`config.mk`:
```
export PLATFORM = sky130hd
export DESIGN_NAME = dit_trigger_unit
export DESIGN_NICKNAME = d
export VERILOG_FILES = /design/src/rtl/dit_pkg.sv /design/src/rtl/dit_trigger_unit.sv /design/src/rtl/dit_irq_chan.sv
export SDC_FILE = /design/constraint.sdc
export NUM_CORES = 1
export LEC_CHECK = 0
export CORE_AREA = 2 2 200 202
export DETAILED_ROUTE_END_ITERATION = 8
export DIE_AREA = 0 0 202 204
export DONT_BUFFER_PORTS = 1
export HOLD_SLACK_MARGIN = 0.06
export SLEW_MARGIN = 5
export SYNTH_ARGS = -nofsm -noshare
export SYNTH_HDL_FRONTEND = slang
export SYNTH_SLANG_ARGS = --single-unit
```
`constraint.sdc`:
```
create_clock -name hclk -period 3 [get_ports hclk]
set_input_delay 0.3 -clock hclk [delete_from_list [all_inputs] [get_ports hclk]]
set_output_delay 0.3 -clock hclk [all_outputs]
set_load 0.02 [all_outputs]
```
`src/rtl/dit_pkg.sv`:
```
// Shared constants and types for the dual interrupt trigger unit.
package dit_pkg;

	// ============================================================
	// Register map (byte offsets, one aligned word each)
	localparam int unsigned ADDR_W = 8;
	localparam logic [7:0] OFS_EN_A = 8'h00;
	localparam logic [7:0] OFS_EN_B = 8'h04;
	localparam logic [7:0] OFS_TIM_A = 8'h08;
	localparam logic [7:0] OFS_TIM_B = 8'h0C;
	localparam logic [7:0] OFS_PEND_A = 8'h10;
	localparam logic [7:0] OFS_PEND_B = 8'h14;
	localparam logic [7:0] OFS_SYS = 8'h18;

	// ============================================================
	// Reset values
	localparam logic [15:0] EN_RST = 16'h0000;
	localparam logic [15:0] TIM_RST = 16'h0000;
	localparam logic [15:0] PEND_RST = 16'h0000;

	// ============================================================
	// Factor bit positions
	localparam int unsigned NUM_FACTORS = 16;
	localparam int unsigned BIT_ALM = 0;
	localparam int unsigned BIT_DR = 1;
	localparam int unsigned BIT_MAIL_RX = 2;
	localparam int unsigned BIT_MAIL_DONE = 3;
	localparam int unsigned BIT_MG_MISMATCH = 4;
	localparam int unsigned BIT_MG_INCOMPLETE = 5;
	localparam int unsigned BIT_RESIZE_DONE = 6;
	localparam int unsigned BIT_RUN_HALT = 7;
	localparam int unsigned BIT_RUN_BEGIN = 8;
	localparam int unsigned BIT_MEMBER_CHG = 9;
	localparam int unsigned BIT_LINK_GOOD = 10;
	localparam int unsigned BIT_LINK_BAD = 11;
	localparam int unsigned BIT_BREAK = 12;
	localparam int unsigned BIT_OVERLAP = 13;
	localparam int unsigned BIT_PING = 14;
	localparam int unsigned BIT_JAMMER = 15;

	// ============================================================
	// Timing register fields and slot limits
	localparam int unsigned SLOT_W = 7;
	localparam int unsigned STATION_W = 6;
	localparam int unsigned TIM_ALM_LSB = 0;
	localparam int unsigned TIM_DR_LSB = 8;
	localparam logic [7:0] SLOT_MARGIN = 8'h02;
	localparam int unsigned SYS_DR_BIT = 11;
	localparam int unsigned BLOCKS = 64;
	localparam int unsigned CNT_W = 7;

	// ============================================================
	// Re-assertion gap in device clocks
	localparam int unsigned RETRIG_CLKS = 5;
	localparam int unsigned GAP_W = 4;

	// ============================================================
	// AHB-Lite encodings
	localparam logic [1:0] HTRANS_NONSEQ = 2'h2;
	localparam logic [1:0] HTRANS_SEQ = 2'h3;
	localparam logic HRESP_OKAY = 1'h0;

	// ============================================================
	// Carriers and state
	typedef struct packed {
		logic mail_arrival;
		logic mail_send_done;
		logic resize_complete;
		logic run_halt;
		logic run_begin;
		logic link_judge;
		logic break_seen;
		logic resize_overlap;
		logic ping_arrival;
		logic jammer_seen;
	} dit_evt_s;

	typedef struct packed {
		logic [NUM_FACTORS-1:0] pend;
		logic [GAP_W-1:0] gap;
		logic irq_n;
	} dit_chan_s;

	typedef struct packed {
		logic [15:0] en_a;
		logic [15:0] en_b;
		logic [15:0] tim_a;
		logic [15:0] tim_b;
		logic wr;
		logic [ADDR_W-1:0] addr;
		logic [31:0] rdata;
		logic mg_mismatch;
		logic mg_incomplete;
		logic [CNT_W-1:0] mcount;
		logic mvalid;
		logic [BLOCKS-1:0] dr_flags;
		logic dr_stat;
	} dit_top_s;

endpackage

```
`src/rtl/dit_trigger_unit.sv`:
```
// Dual interrupt trigger unit with AHB-Lite register access.
//
// Summary of operation
// - Output re-falls five clocks after rising, if pending.
// - Partial clear of pending bits re-asserts output.
// - New factor during clear still latches, re-asserts.
// - Alarm factor at programmed slot every cycle.
// - Renewal factor at slot when watched blocks changed.
// - Mail received bit 2; mail send done bit 3.
// - Group mismatch/incomplete rising edges set bits 4,5.
// - Resize done 6, network stop 7, run 8.
// - Member flag count change sets bit 9.
// - Link group judged good 10, bad 11.
// - Break station seen 12, resize overlap 13.
// - Ping arrival 14, jammer seen 15.
// - Second output identical with its own registers.
// - Slots beyond last station plus two never trigger.
// - Renewal slot beyond range never updates flags.
// - Only one output may own renewal enable.
// - Renewal timed by owner's slot field.
// - Renewal flags fall at owner slot, default first.
// - Enabled factor latches, write one clears, idle high.
// - Latched bit survives disabling its enable.
// - Timing holds alarm slot low, renewal slot high.
// - Reset clears every enable bit.
//
// Local design decisions: the AHB-Lite register port and the placing of the registers.
`timescale 1ns/1ps
module dit_trigger_unit import dit_pkg::*; #(
	parameter int unsigned NBLOCKS = BLOCKS
) (
	// Clock and reset
	input wire logic hclk,
	input wire logic hresetn,
	// AHB-Lite slave
	input wire logic hsel,
	input wire logic [31:0] haddr,
	input wire logic [1:0] htrans,
	input wire logic hwrite,
	input wire logic [2:0] hsize,
	input wire logic [31:0] hwdata,
	input wire logic hready,
	output logic hreadyout,
	output logic hresp,
	output logic [31:0] hrdata,
	// Cycle timing
	input wire logic [SLOT_W-1:0] slot_time,
	input wire logic slot_tick,
	input wire logic [STATION_W-1:0] last_station_number,
	// Shared memory renewal watch
	input wire logic [NBLOCKS-1:0] block_written,
	input wire logic [NBLOCKS-1:0] renewal_watch_mask,
	// Membership and link status
	input wire logic [NBLOCKS-1:0] member_flags,
	input wire logic member_group_mismatch,
	input wire logic member_group_incomplete,
	input wire logic [NBLOCKS-1:0] link_flags,
	input wire logic [NBLOCKS-1:0] link_group_mask,
	// Network event pulses
	input wire dit_evt_s evt,
	// Interrupt outputs
	output logic irq_out_a_n,
	output logic irq_out_b_n,
	// Renewal state
	output logic [NBLOCKS-1:0] renewal_flags,
	output logic renewal_status
);

	// The flag vectors and the popcount width are sized for one fixed block count.
	initial begin
		if (NBLOCKS != BLOCKS) begin
			$error("dit_trigger_unit: NBLOCKS must equal the block count");
		end
		if ((1 << CNT_W) <= BLOCKS) begin
			$error("dit_trigger_unit: member count too narrow");
		end
	end

	// ============================================================
	// Helpers
	// Population count of a flag vector; seven bits hold every count up to the block count.
	function automatic logic [CNT_W-1:0] ones(input logic [BLOCKS-1:0] v);
		logic [CNT_W-1:0] n;
		n = '0;
		for (int i = 0; i < BLOCKS; i++) begin
			n = n + CNT_W'(v[i]);
		end
		return n;
	endfunction

	// Slot reachable in a cycle: at most last station plus the margin.
	function automatic logic slot_ok(input logic [SLOT_W-1:0] slot, input logic [STATION_W-1:0] fs);
		return {1'b0, slot} <= ({2'h0, fs} + SLOT_MARGIN);
	endfunction

	dit_top_s s_q;
	dit_top_s s_d;

	logic addr_ok;
	logic [ADDR_W-1:0] aofs;
	logic [NUM_FACTORS-1:0] factor;
	logic [NUM_FACTORS-1:0] pend_a;
	logic [NUM_FACTORS-1:0] pend_b;
	logic clr_a_we;
	logic clr_b_we;
	logic [SLOT_W-1:0] alm_a;
	logic [SLOT_W-1:0] alm_b;
	logic [SLOT_W-1:0] dr_slot;
	logic alm_hit_a;
	logic alm_hit_b;
	logic dr_point;
	logic [NBLOCKS-1:0] dr_new;
	logic [CNT_W-1:0] mcount_now;
	logic link_good;
	logic [15:0] en_b_wr;
	logic [15:0] en_a_wr;
	logic alm_ok_a;
	logic alm_ok_b;
	logic dr_ok;

	// ============================================================
	// Bus decode
	// The slave never stalls, so a write lands at the edge that ends its data phase, when hwdata stands.
	// Pending clears use that same data phase, so a clear and a new factor can meet in one cycle.
	assign addr_ok = hsel && hready && (htrans == HTRANS_NONSEQ || htrans == HTRANS_SEQ);
	assign aofs = haddr[ADDR_W-1:0];
	assign clr_a_we = s_q.wr && (s_q.addr == OFS_PEND_A);
	assign clr_b_we = s_q.wr && (s_q.addr == OFS_PEND_B);

	// ============================================================
	// Slot matching
	assign alm_a = s_q.tim_a[TIM_ALM_LSB +: SLOT_W];
	assign alm_b = s_q.tim_b[TIM_ALM_LSB +: SLOT_W];
	// The owner's renewal field times renewal; the first output's field is the fallback.
	always_comb begin
		if (s_q.en_a[BIT_DR]) begin
			dr_slot = s_q.tim_a[TIM_DR_LSB +: SLOT_W];
		end else if (s_q.en_b[BIT_DR]) begin
			dr_slot = s_q.tim_b[TIM_DR_LSB +: SLOT_W];
		end else begin
			dr_slot = s_q.tim_a[TIM_DR_LSB +: SLOT_W];
		end
	end
	// Out-of-range slots never match, so they never trigger or update.
	// The limit follows the final station number live, so a shrunk cycle disarms a slot at once.
	assign alm_ok_a = slot_ok(alm_a, last_station_number);
	assign alm_ok_b = slot_ok(alm_b, last_station_number);
	assign dr_ok = slot_ok(dr_slot, last_station_number);
	assign alm_hit_a = slot_tick && (slot_time == alm_a) && alm_ok_a;
	assign alm_hit_b = slot_tick && (slot_time == alm_b) && alm_ok_b;
	assign dr_point = slot_tick && (slot_time == dr_slot) && dr_ok;
	assign dr_new = block_written & renewal_watch_mask;

	// ============================================================
	// Factor sources
	// The count is compared every cycle, so a change that reverts next cycle still raises bit 9.
	assign mcount_now = ones(member_flags);
	// Link judgement counts only on the judge pulse; flags that flicker between pulses are ignored.
	assign link_good = (link_flags & link_group_mask) == link_group_mask;

	always_comb begin
		factor = '0;
		// Each channel matches ALARM_FACTOR against its own alarm slot field, so one shared bit is not enough.
		factor[BIT_ALM] = 1'b0;
		factor[BIT_DR] = dr_point && ((s_q.dr_flags | dr_new) != '0);
		factor[BIT_MAIL_RX] = evt.mail_arrival;
		factor[BIT_MAIL_DONE] = evt.mail_send_done;
		factor[BIT_MG_MISMATCH] = member_group_mismatch && !s_q.mg_mismatch;
		factor[BIT_MG_INCOMPLETE] = member_group_incomplete && !s_q.mg_incomplete;
		factor[BIT_RESIZE_DONE] = evt.resize_complete;
		factor[BIT_RUN_HALT] = evt.run_halt;
		factor[BIT_RUN_BEGIN] = evt.run_begin;
		factor[BIT_MEMBER_CHG] = s_q.mvalid && (mcount_now != s_q.mcount);
		factor[BIT_LINK_GOOD] = evt.link_judge && link_good;
		factor[BIT_LINK_BAD] = evt.link_judge && !link_good;
		factor[BIT_BREAK] = evt.break_seen;
		factor[BIT_OVERLAP] = evt.resize_overlap;
		factor[BIT_PING] = evt.ping_arrival;
		factor[BIT_JAMMER] = evt.jammer_seen;
	end

	logic [NUM_FACTORS-1:0] factor_a;
	logic [NUM_FACTORS-1:0] factor_b;
	always_comb begin
		factor_a = factor;
		factor_b = factor;
		factor_a[BIT_ALM] = alm_hit_a;
		factor_b[BIT_ALM] = alm_hit_b;
	end

	// ============================================================
	// Enable write protection for renewal ownership
	always_comb begin
		en_a_wr = hwdata[15:0];
		en_b_wr = hwdata[15:0];
		// Ownership is first come: once the owner drops its bit, the other output may take renewal.
		// A set renewal enable in the other output blocks writing a one here.
		if (s_q.en_b[BIT_DR]) begin
			en_a_wr[BIT_DR] = 1'b0;
		end
		if (s_q.en_a[BIT_DR]) begin
			en_b_wr[BIT_DR] = 1'b0;
		end
	end

	// ============================================================
	// Next state
	always_comb begin
		s_d = s_q;
		// Data phase of a write.
		if (s_q.wr) begin
			case (s_q.addr)
				OFS_EN_A: begin
					s_d.en_a = en_a_wr;
				end
				OFS_EN_B: begin
					s_d.en_b = en_b_wr;
				end
				OFS_TIM_A: begin
					s_d.tim_a = hwdata[15:0];
				end
				OFS_TIM_B: begin
					s_d.tim_b = hwdata[15:0];
				end
				default: begin
					s_d.en_a = s_q.en_a;
				end
			endcase
		end

		// Address phase: capture writes, prefetch read data so it comes from a flop.
		// A read right after a write to the same register therefore returns the old value.
		s_d.wr = addr_ok && hwrite;
		s_d.addr = aofs;
		if (addr_ok && !hwrite) begin
			case (aofs)
				OFS_EN_A: begin
					s_d.rdata = {16'h0000, s_q.en_a};
				end
				OFS_EN_B: begin
					s_d.rdata = {16'h0000, s_q.en_b};
				end
				OFS_TIM_A: begin
					s_d.rdata = {16'h0000, s_q.tim_a};
				end
				OFS_TIM_B: begin
					s_d.rdata = {16'h0000, s_q.tim_b};
				end
				OFS_PEND_A: begin
					s_d.rdata = {16'h0000, pend_a};
				end
				OFS_PEND_B: begin
					s_d.rdata = {16'h0000, pend_b};
				end
				OFS_SYS: begin
					s_d.rdata = 32'h0000_0000;
					s_d.rdata[SYS_DR_BIT] = s_q.dr_stat;
				end
				default: begin
					s_d.rdata = 32'h0000_0000;
				end
			endcase
		end

		// Edge detectors and member count history.
		s_d.mg_mismatch = member_group_mismatch;
		s_d.mg_incomplete = member_group_incomplete;
		s_d.mcount = mcount_now;
		s_d.mvalid = 1'b1;

		// Renewal flags fall at the update point; writes in that same cycle still set.
		// A block written at the update point joins the next window instead of being lost.
		s_d.dr_flags = (dr_point ? '0 : s_q.dr_flags) | dr_new;
		s_d.dr_stat = (s_d.dr_flags != '0);
	end

	// ============================================================
	// State register
	// Every field has a reset value, so no state leaves reset unknown.
	always_ff @(posedge hclk or negedge hresetn) begin
		if (!hresetn) begin
			s_q.en_a <= EN_RST;
			s_q.en_b <= EN_RST;
			s_q.tim_a <= TIM_RST;
			s_q.tim_b <= TIM_RST;
			s_q.wr <= 1'b0;
			s_q.addr <= '0;
			s_q.rdata <= 32'h0000_0000;
			s_q.mg_mismatch <= 1'b0;
			s_q.mg_incomplete <= 1'b0;
			s_q.mcount <= '0;
			s_q.mvalid <= 1'b0;
			s_q.dr_flags <= '0;
			s_q.dr_stat <= 1'b0;
		end else begin
			s_q <= s_d;
		end
	end

	// ============================================================
	// Interrupt channels
	// Host EOI ordering is left to software; the gap only guarantees a clean edge.
	// Both outputs share the factor vector; only the alarm bit, the enable mask and the pending clear strobe differ.
	dit_irq_chan #(
		.WIDTH(NUM_FACTORS),
		.GAP(RETRIG_CLKS)
	) u_chan_a (
		.hclk(hclk),
		.hresetn(hresetn),
		.factor(factor_a),
		.enable(s_q.en_a),
		.clr_we(clr_a_we),
		.clr_mask(hwdata[15:0]),
		.pending(pend_a),
		.irq_n(irq_out_a_n)
	);

	// The second output mirrors the first with its own registers.
	dit_irq_chan #(
		.WIDTH(NUM_FACTORS),
		.GAP(RETRIG_CLKS)
	) u_chan_b (
		.hclk(hclk),
		.hresetn(hresetn),
		.factor(factor_b),
		.enable(s_q.en_b),
		.clr_we(clr_b_we),
		.clr_mask(hwdata[15:0]),
		.pending(pend_b),
		.irq_n(irq_out_b_n)
	);

	// ============================================================
	// Outputs
	// Zero wait states and an OKAY response are fixed, so no error path exists.
	assign hreadyout = 1'b1;
	assign hresp = HRESP_OKAY;
	assign hrdata = s_q.rdata;
	assign renewal_flags = s_q.dr_flags;
	assign renewal_status = s_q.dr_stat;

endmodule

```
`src/rtl/dit_irq_chan.sv`:
```
// One interrupt output: pending latch, clear-by-one and re-assertion gap.
`timescale 1ns/1ps
module dit_irq_chan import dit_pkg::*; #(
	parameter int unsigned WIDTH = NUM_FACTORS,
	parameter int unsigned GAP = RETRIG_CLKS
) (
	// Clock and reset
	input wire logic hclk,
	input wire logic hresetn,
	// Factor pulses and enables
	input wire logic [WIDTH-1:0] factor,
	input wire logic [WIDTH-1:0] enable,
	// Software clear
	input wire logic clr_we,
	input wire logic [WIDTH-1:0] clr_mask,
	// Results
	output logic [WIDTH-1:0] pending,
	output logic irq_n
);

	initial begin
		if (WIDTH != NUM_FACTORS || GAP < 1 || GAP >= (1 << GAP_W)) begin
			$error("dit_irq_chan: unsupported WIDTH or GAP");
		end
	end

	dit_chan_s s_q;
	dit_chan_s s_d;
	logic clr_hit;

	// ============================================================
	// Next state
	always_comb begin
		s_d = s_q;
		clr_hit = clr_we && ((s_q.pend & clr_mask) != '0);
		// A latched bit survives a later enable clear; a new factor beats a clear.
		s_d.pend = (s_q.pend & ~(clr_we ? clr_mask : '0)) | (factor & enable);
		if (clr_hit) begin
			// Any effective clear opens a high gap, so an edge-sensing host sees a fresh fall.
			s_d.gap = GAP_W'(GAP);
		end else if (s_q.gap != '0) begin
			s_d.gap = s_q.gap - 1'b1;
		end
		// Low while anything is pending, except during the gap.
		s_d.irq_n = (s_d.gap != '0) || (s_d.pend == '0);
	end

	// ============================================================
	// State register
	always_ff @(posedge hclk or negedge hresetn) begin
		if (!hresetn) begin
			s_q.pend <= PEND_RST;
			s_q.gap <= '0;
			s_q.irq_n <= 1'b1;
		end else begin
			s_q <= s_d;
		end
	end

	assign pending = s_q.pend;
	assign irq_n = s_q.irq_n;

endmodule

```
==> run summary <==
worst path cell trace: inv_8 > fa_1 > fa_1 > inv_1 > fa_1 > inv_1 > fa_1 > fa_1 > fa_1 > fa_1 > fa_1 > inv_2 > ha_4 > fa_2 > xnor2_1 > nand2_1 > a211oi_2 > o2111ai_1 > nor4_1 > buf_4 > o21ai_4 > o41ai_2
global-route wire length before repair: 72.5 mm
non-filler cells, final: 1,925
Clk pin slew, worst setup/hold paths: 0.06 ns
Post-synth EDFFs: 0
WL final: 50.4 mm
synthesized flop and latch total: 206
vias in the first global route: 11,200
area delta synth->final: 23.6%
RSZ-0062 raised after global routing: true
Via Count: 10,800
FP Rows: 73
drt first-iter violations: 874
clk_skew: 0.00907 ns
Vias/cell: 5.60
critical path class: in -> reg
Final Hold Fails: 206
Final setup viols: 11
synthesized area per cell: 10.5 um2
H-tree depth: 1
drt pass-1 iters: 5
relative slew slack: 0.517
Most used DFF post-synth: dfrtp_1
Warnings, synthesis: 0
total track usage: 0.237
worst slew pin tran: 0.723 ns
PwrDens: 1040 nW/um2
largest net degree at the start of global routing: 207
Initial Util: 0.331
initial antenna violation count: 11
mean routed wirelength per cell: 26.2 um
CTS Buffer Depth: 3
sequential cell area fraction in the yosys report: 0.398
# port buffers: 0
Synth Cell Area: 13,000 um2
most frequent cells in the layout: dfrtp_1 (204), dlygate4sd3_1 (171), inv_1 (122)
share of cells above drive strength 1: 0.136
GPL Wtd Cong: 0.980
worst min path class: in -> async
Hold Buf Count CTS: 171
Power, Total: 16.6 mW
CTS buffer count: 24
Slowest-stage cell, CP: fa_1
Fillers: 3,718
Max Cap Viol: 0
nets: 1,889
period utilization: 1.97
cells after synthesis: 1,232
CP Launch Type: input pin
Crit Path Max Fanout: 2
HPWL Detailed: 36.1 mm
failing checks: negative hold slack, negative setup slack
pre-CTS setup slack: -3.56 ns
Final WS setup: -2.90 ns
die footprint: 41,200 um2
# IOs: 521
CP most frequent cell: fa_1
area of the core: 39,200 um2
outcome: finished, violations left
Final ANT Viol Nets: 0
commonest non-fill, non-tap cell in the layout: dfrtp_1
Skew-Pair Late Insertion Delay: 0.53 ns
Die Ht: 204 um
CP required: 3.42 ns
placed insts: 1,698
Clock Sinks: 206
width of the die: 202 um
achievable clock frequency: 0.169 GHz
hold_ws: -0.535 ns
CTS tree: done
Tmin final: 5.90 ns
Post-synth ARST share: 1.00
CTS root buf: clkbuf_16
CP Capture Type: register
gr ovfl total: 0
fin. max-slew vios: 0
Buf/Inv on CP: 5
Unique masters post-synth: 63
TNS Setup: -23.95 ns
Largest delay share family, worst path: adder cells
critical path's largest stage delay: 0.55 ns
maximum vdd drop: 2.31 mV
Static Leak: 6.81 nW
CP arrival: 6.32 ns
DRC errors left: 0
-- per-layer routing --
layer	wire length, um	up-vias	global-route usage
li1	-	4602	-
met1	20000	5380	0.299
met2	23300	665	0.381
met3	4750	134	0.0706
met4	2360	6	0.0959
met5	35	-	0
-- through the flow --
step / util / cell area (um2)
3_3_place_gp: 0.340 / 13300
6_report: 0.409 / 16000
2_1_floorplan: - / 13100
3_5_place_dp: 0.340 / 13300
5_1_grt: 0.408 / 16000
4_1_cts: 0.405 / 15900
-- area by class of cell --
class | instances | area (um2) | area share
Multi-Input combinational cell | 784 | 6670 | 0.416
Sequential cell | 206 | 5160 | 0.322
Timing Repair Buffer | 230 | 2240 | 0.140
Clock buffer | 40 | 702 | 0.0439
Tap cell | 525 | 657 | 0.0410
Inverter | 130 | 505 | 0.0316
Clock inverter | 2 | 60.1 | 0.00375
Antenna cell | 8 | 20.0 | 0.00125
-- worst register-to-register path, delay by kind of cell, from the launching register on --
family,cells,cell delay [ns]
simple gates,5,2.10
flops,1,0.36
compound gates,2,0.58
-- worst paths after layout --
path	startpoint	end	slack (ns)	cells past startpoint
setup / recovery	member_flags[27]	u_chan_b.irq_n$_DFF_PN1_	-2.90	22
hold / removal	hresetn	u_chan_b.pending[5]$_DFF_PN0_	-0.53	0
setup reg to reg	s_q[108]$_DFF_PN0_	u_chan_b.irq_n$_DFF_PN1_	-0.14	7
hold reg to reg	s_q[139]$_DFFE_PN0P_	s_q[139]$_DFFE_PN0P_	0.52	1
max in group asynchronous	hresetn	renewal_flags[59]$_DFF_PN0_	2.96	0
min in group hclk	haddr[3]	hrdata[3]$_DFFE_PN0P_	0.08	2
-- what timing repair did --
action	in CTS	in global routing
gates cloned	0	1
pin swaps	11	5
resized for setup	15	12
endpoints found under the setup margin	48	48
buffers inserted	2	4
endpoints found under the hold margin	388	206
-- where the power goes --
| part | switching (mW) | leakage (nW) | total [mW] | internal, mW |
|---|---|---|---|---|
| combinational | 5.01 | 4.25 | 10.4 | 5.44 |
| clock | 1.16 | 0.366 | 2.91 | 1.75 |
| sequential | 0.181 | 2.19 | 3.25 | 3.07 |
| total | 6.35 | 6.81 | 16.6 | 10.3 |
-- registers in the layout (all words and copies together), names as in the netlist --
signal,cells
u_chan_b.s_q,4
u_chan_a.s_q,4
hrdata,16
alm_a,7
renewal_status,1
u_chan_b.irq_n,1
u_chan_a.irq_n,1
s_q,69
u_chan_b.pending,16
u_chan_a.pending,16
alm_b,7
renewal_flags,64
-- cell usage after synthesis (3+ instances only) --
| library cell | instances | share of area |
|---|---|---|
| a221oi_1 | 18 | 0.012 |
| clkbuf_1 | 27 | 0.0078 |
| o21bai_1 | 3 | 0.0017 |
| a211oi_1 | 5 | 0.0029 |
| nand2b_1 | 5 | 0.0024 |
| xnor2_1 | 22 | 0.015 |
| o21a_1 | 21 | 0.012 |
| o21ai_0 | 14 | 0.0054 |
| xor2_1 | 15 | 0.010 |
| mux2_1 | 5 | 0.0043 |
| a22oi_1 | 61 | 0.035 |
| nand2_1 | 80 | 0.023 |
| nor2b_1 | 55 | 0.027 |
| o21ai_1 | 16 | 0.0062 |
| a22o_1 | 101 | 0.068 |
| nand3b_1 | 4 | 0.0023 |
| nor3_1 | 14 | 0.0054 |
| buf_4 | 99 | 0.057 |
| nand4_1 | 22 | 0.011 |
| dfrtp_1 | 204 | 0.39 |
| nand3_1 | 12 | 0.0046 |
| or4_1 | 5 | 0.0029 |
| a21oi_1 | 22 | 0.0085 |
| a41oi_1 | 5 | 0.0034 |
| inv_1 | 129 | 0.037 |
| a21o_1 | 5 | 0.0029 |
| nor4_1 | 24 | 0.012 |
| o2111ai_1 | 3 | 0.0020 |
| a2111oi_0 | 16 | 0.011 |
| nor2_1 | 24 | 0.0070 |
| ha_1 | 39 | 0.038 |
| fa_1 | 54 | 0.083 |
| mux2_2 | 64 | 0.056 |
-- cell families (layout without fill, tap and decap cells) --
family | Yosys count | in the layout | share of synthesized area
and+or+nand+nor | 261 | 261 | 0.108
adders and majority gates | 93 | 93 | 0.121
AOI/OAI and AO/OA | 304 | 304 | 0.182
muxes | 70 | 70 | 0.0608
other | 2 | 27 | 0.000580
DFF | 206 | 206 | 0.398
buffers and inverters | 259 | 402 | 0.104
xor gates and xnor gates | 37 | 37 | 0.0250
No activity file was read; power rests on OpenSTA's default activity.
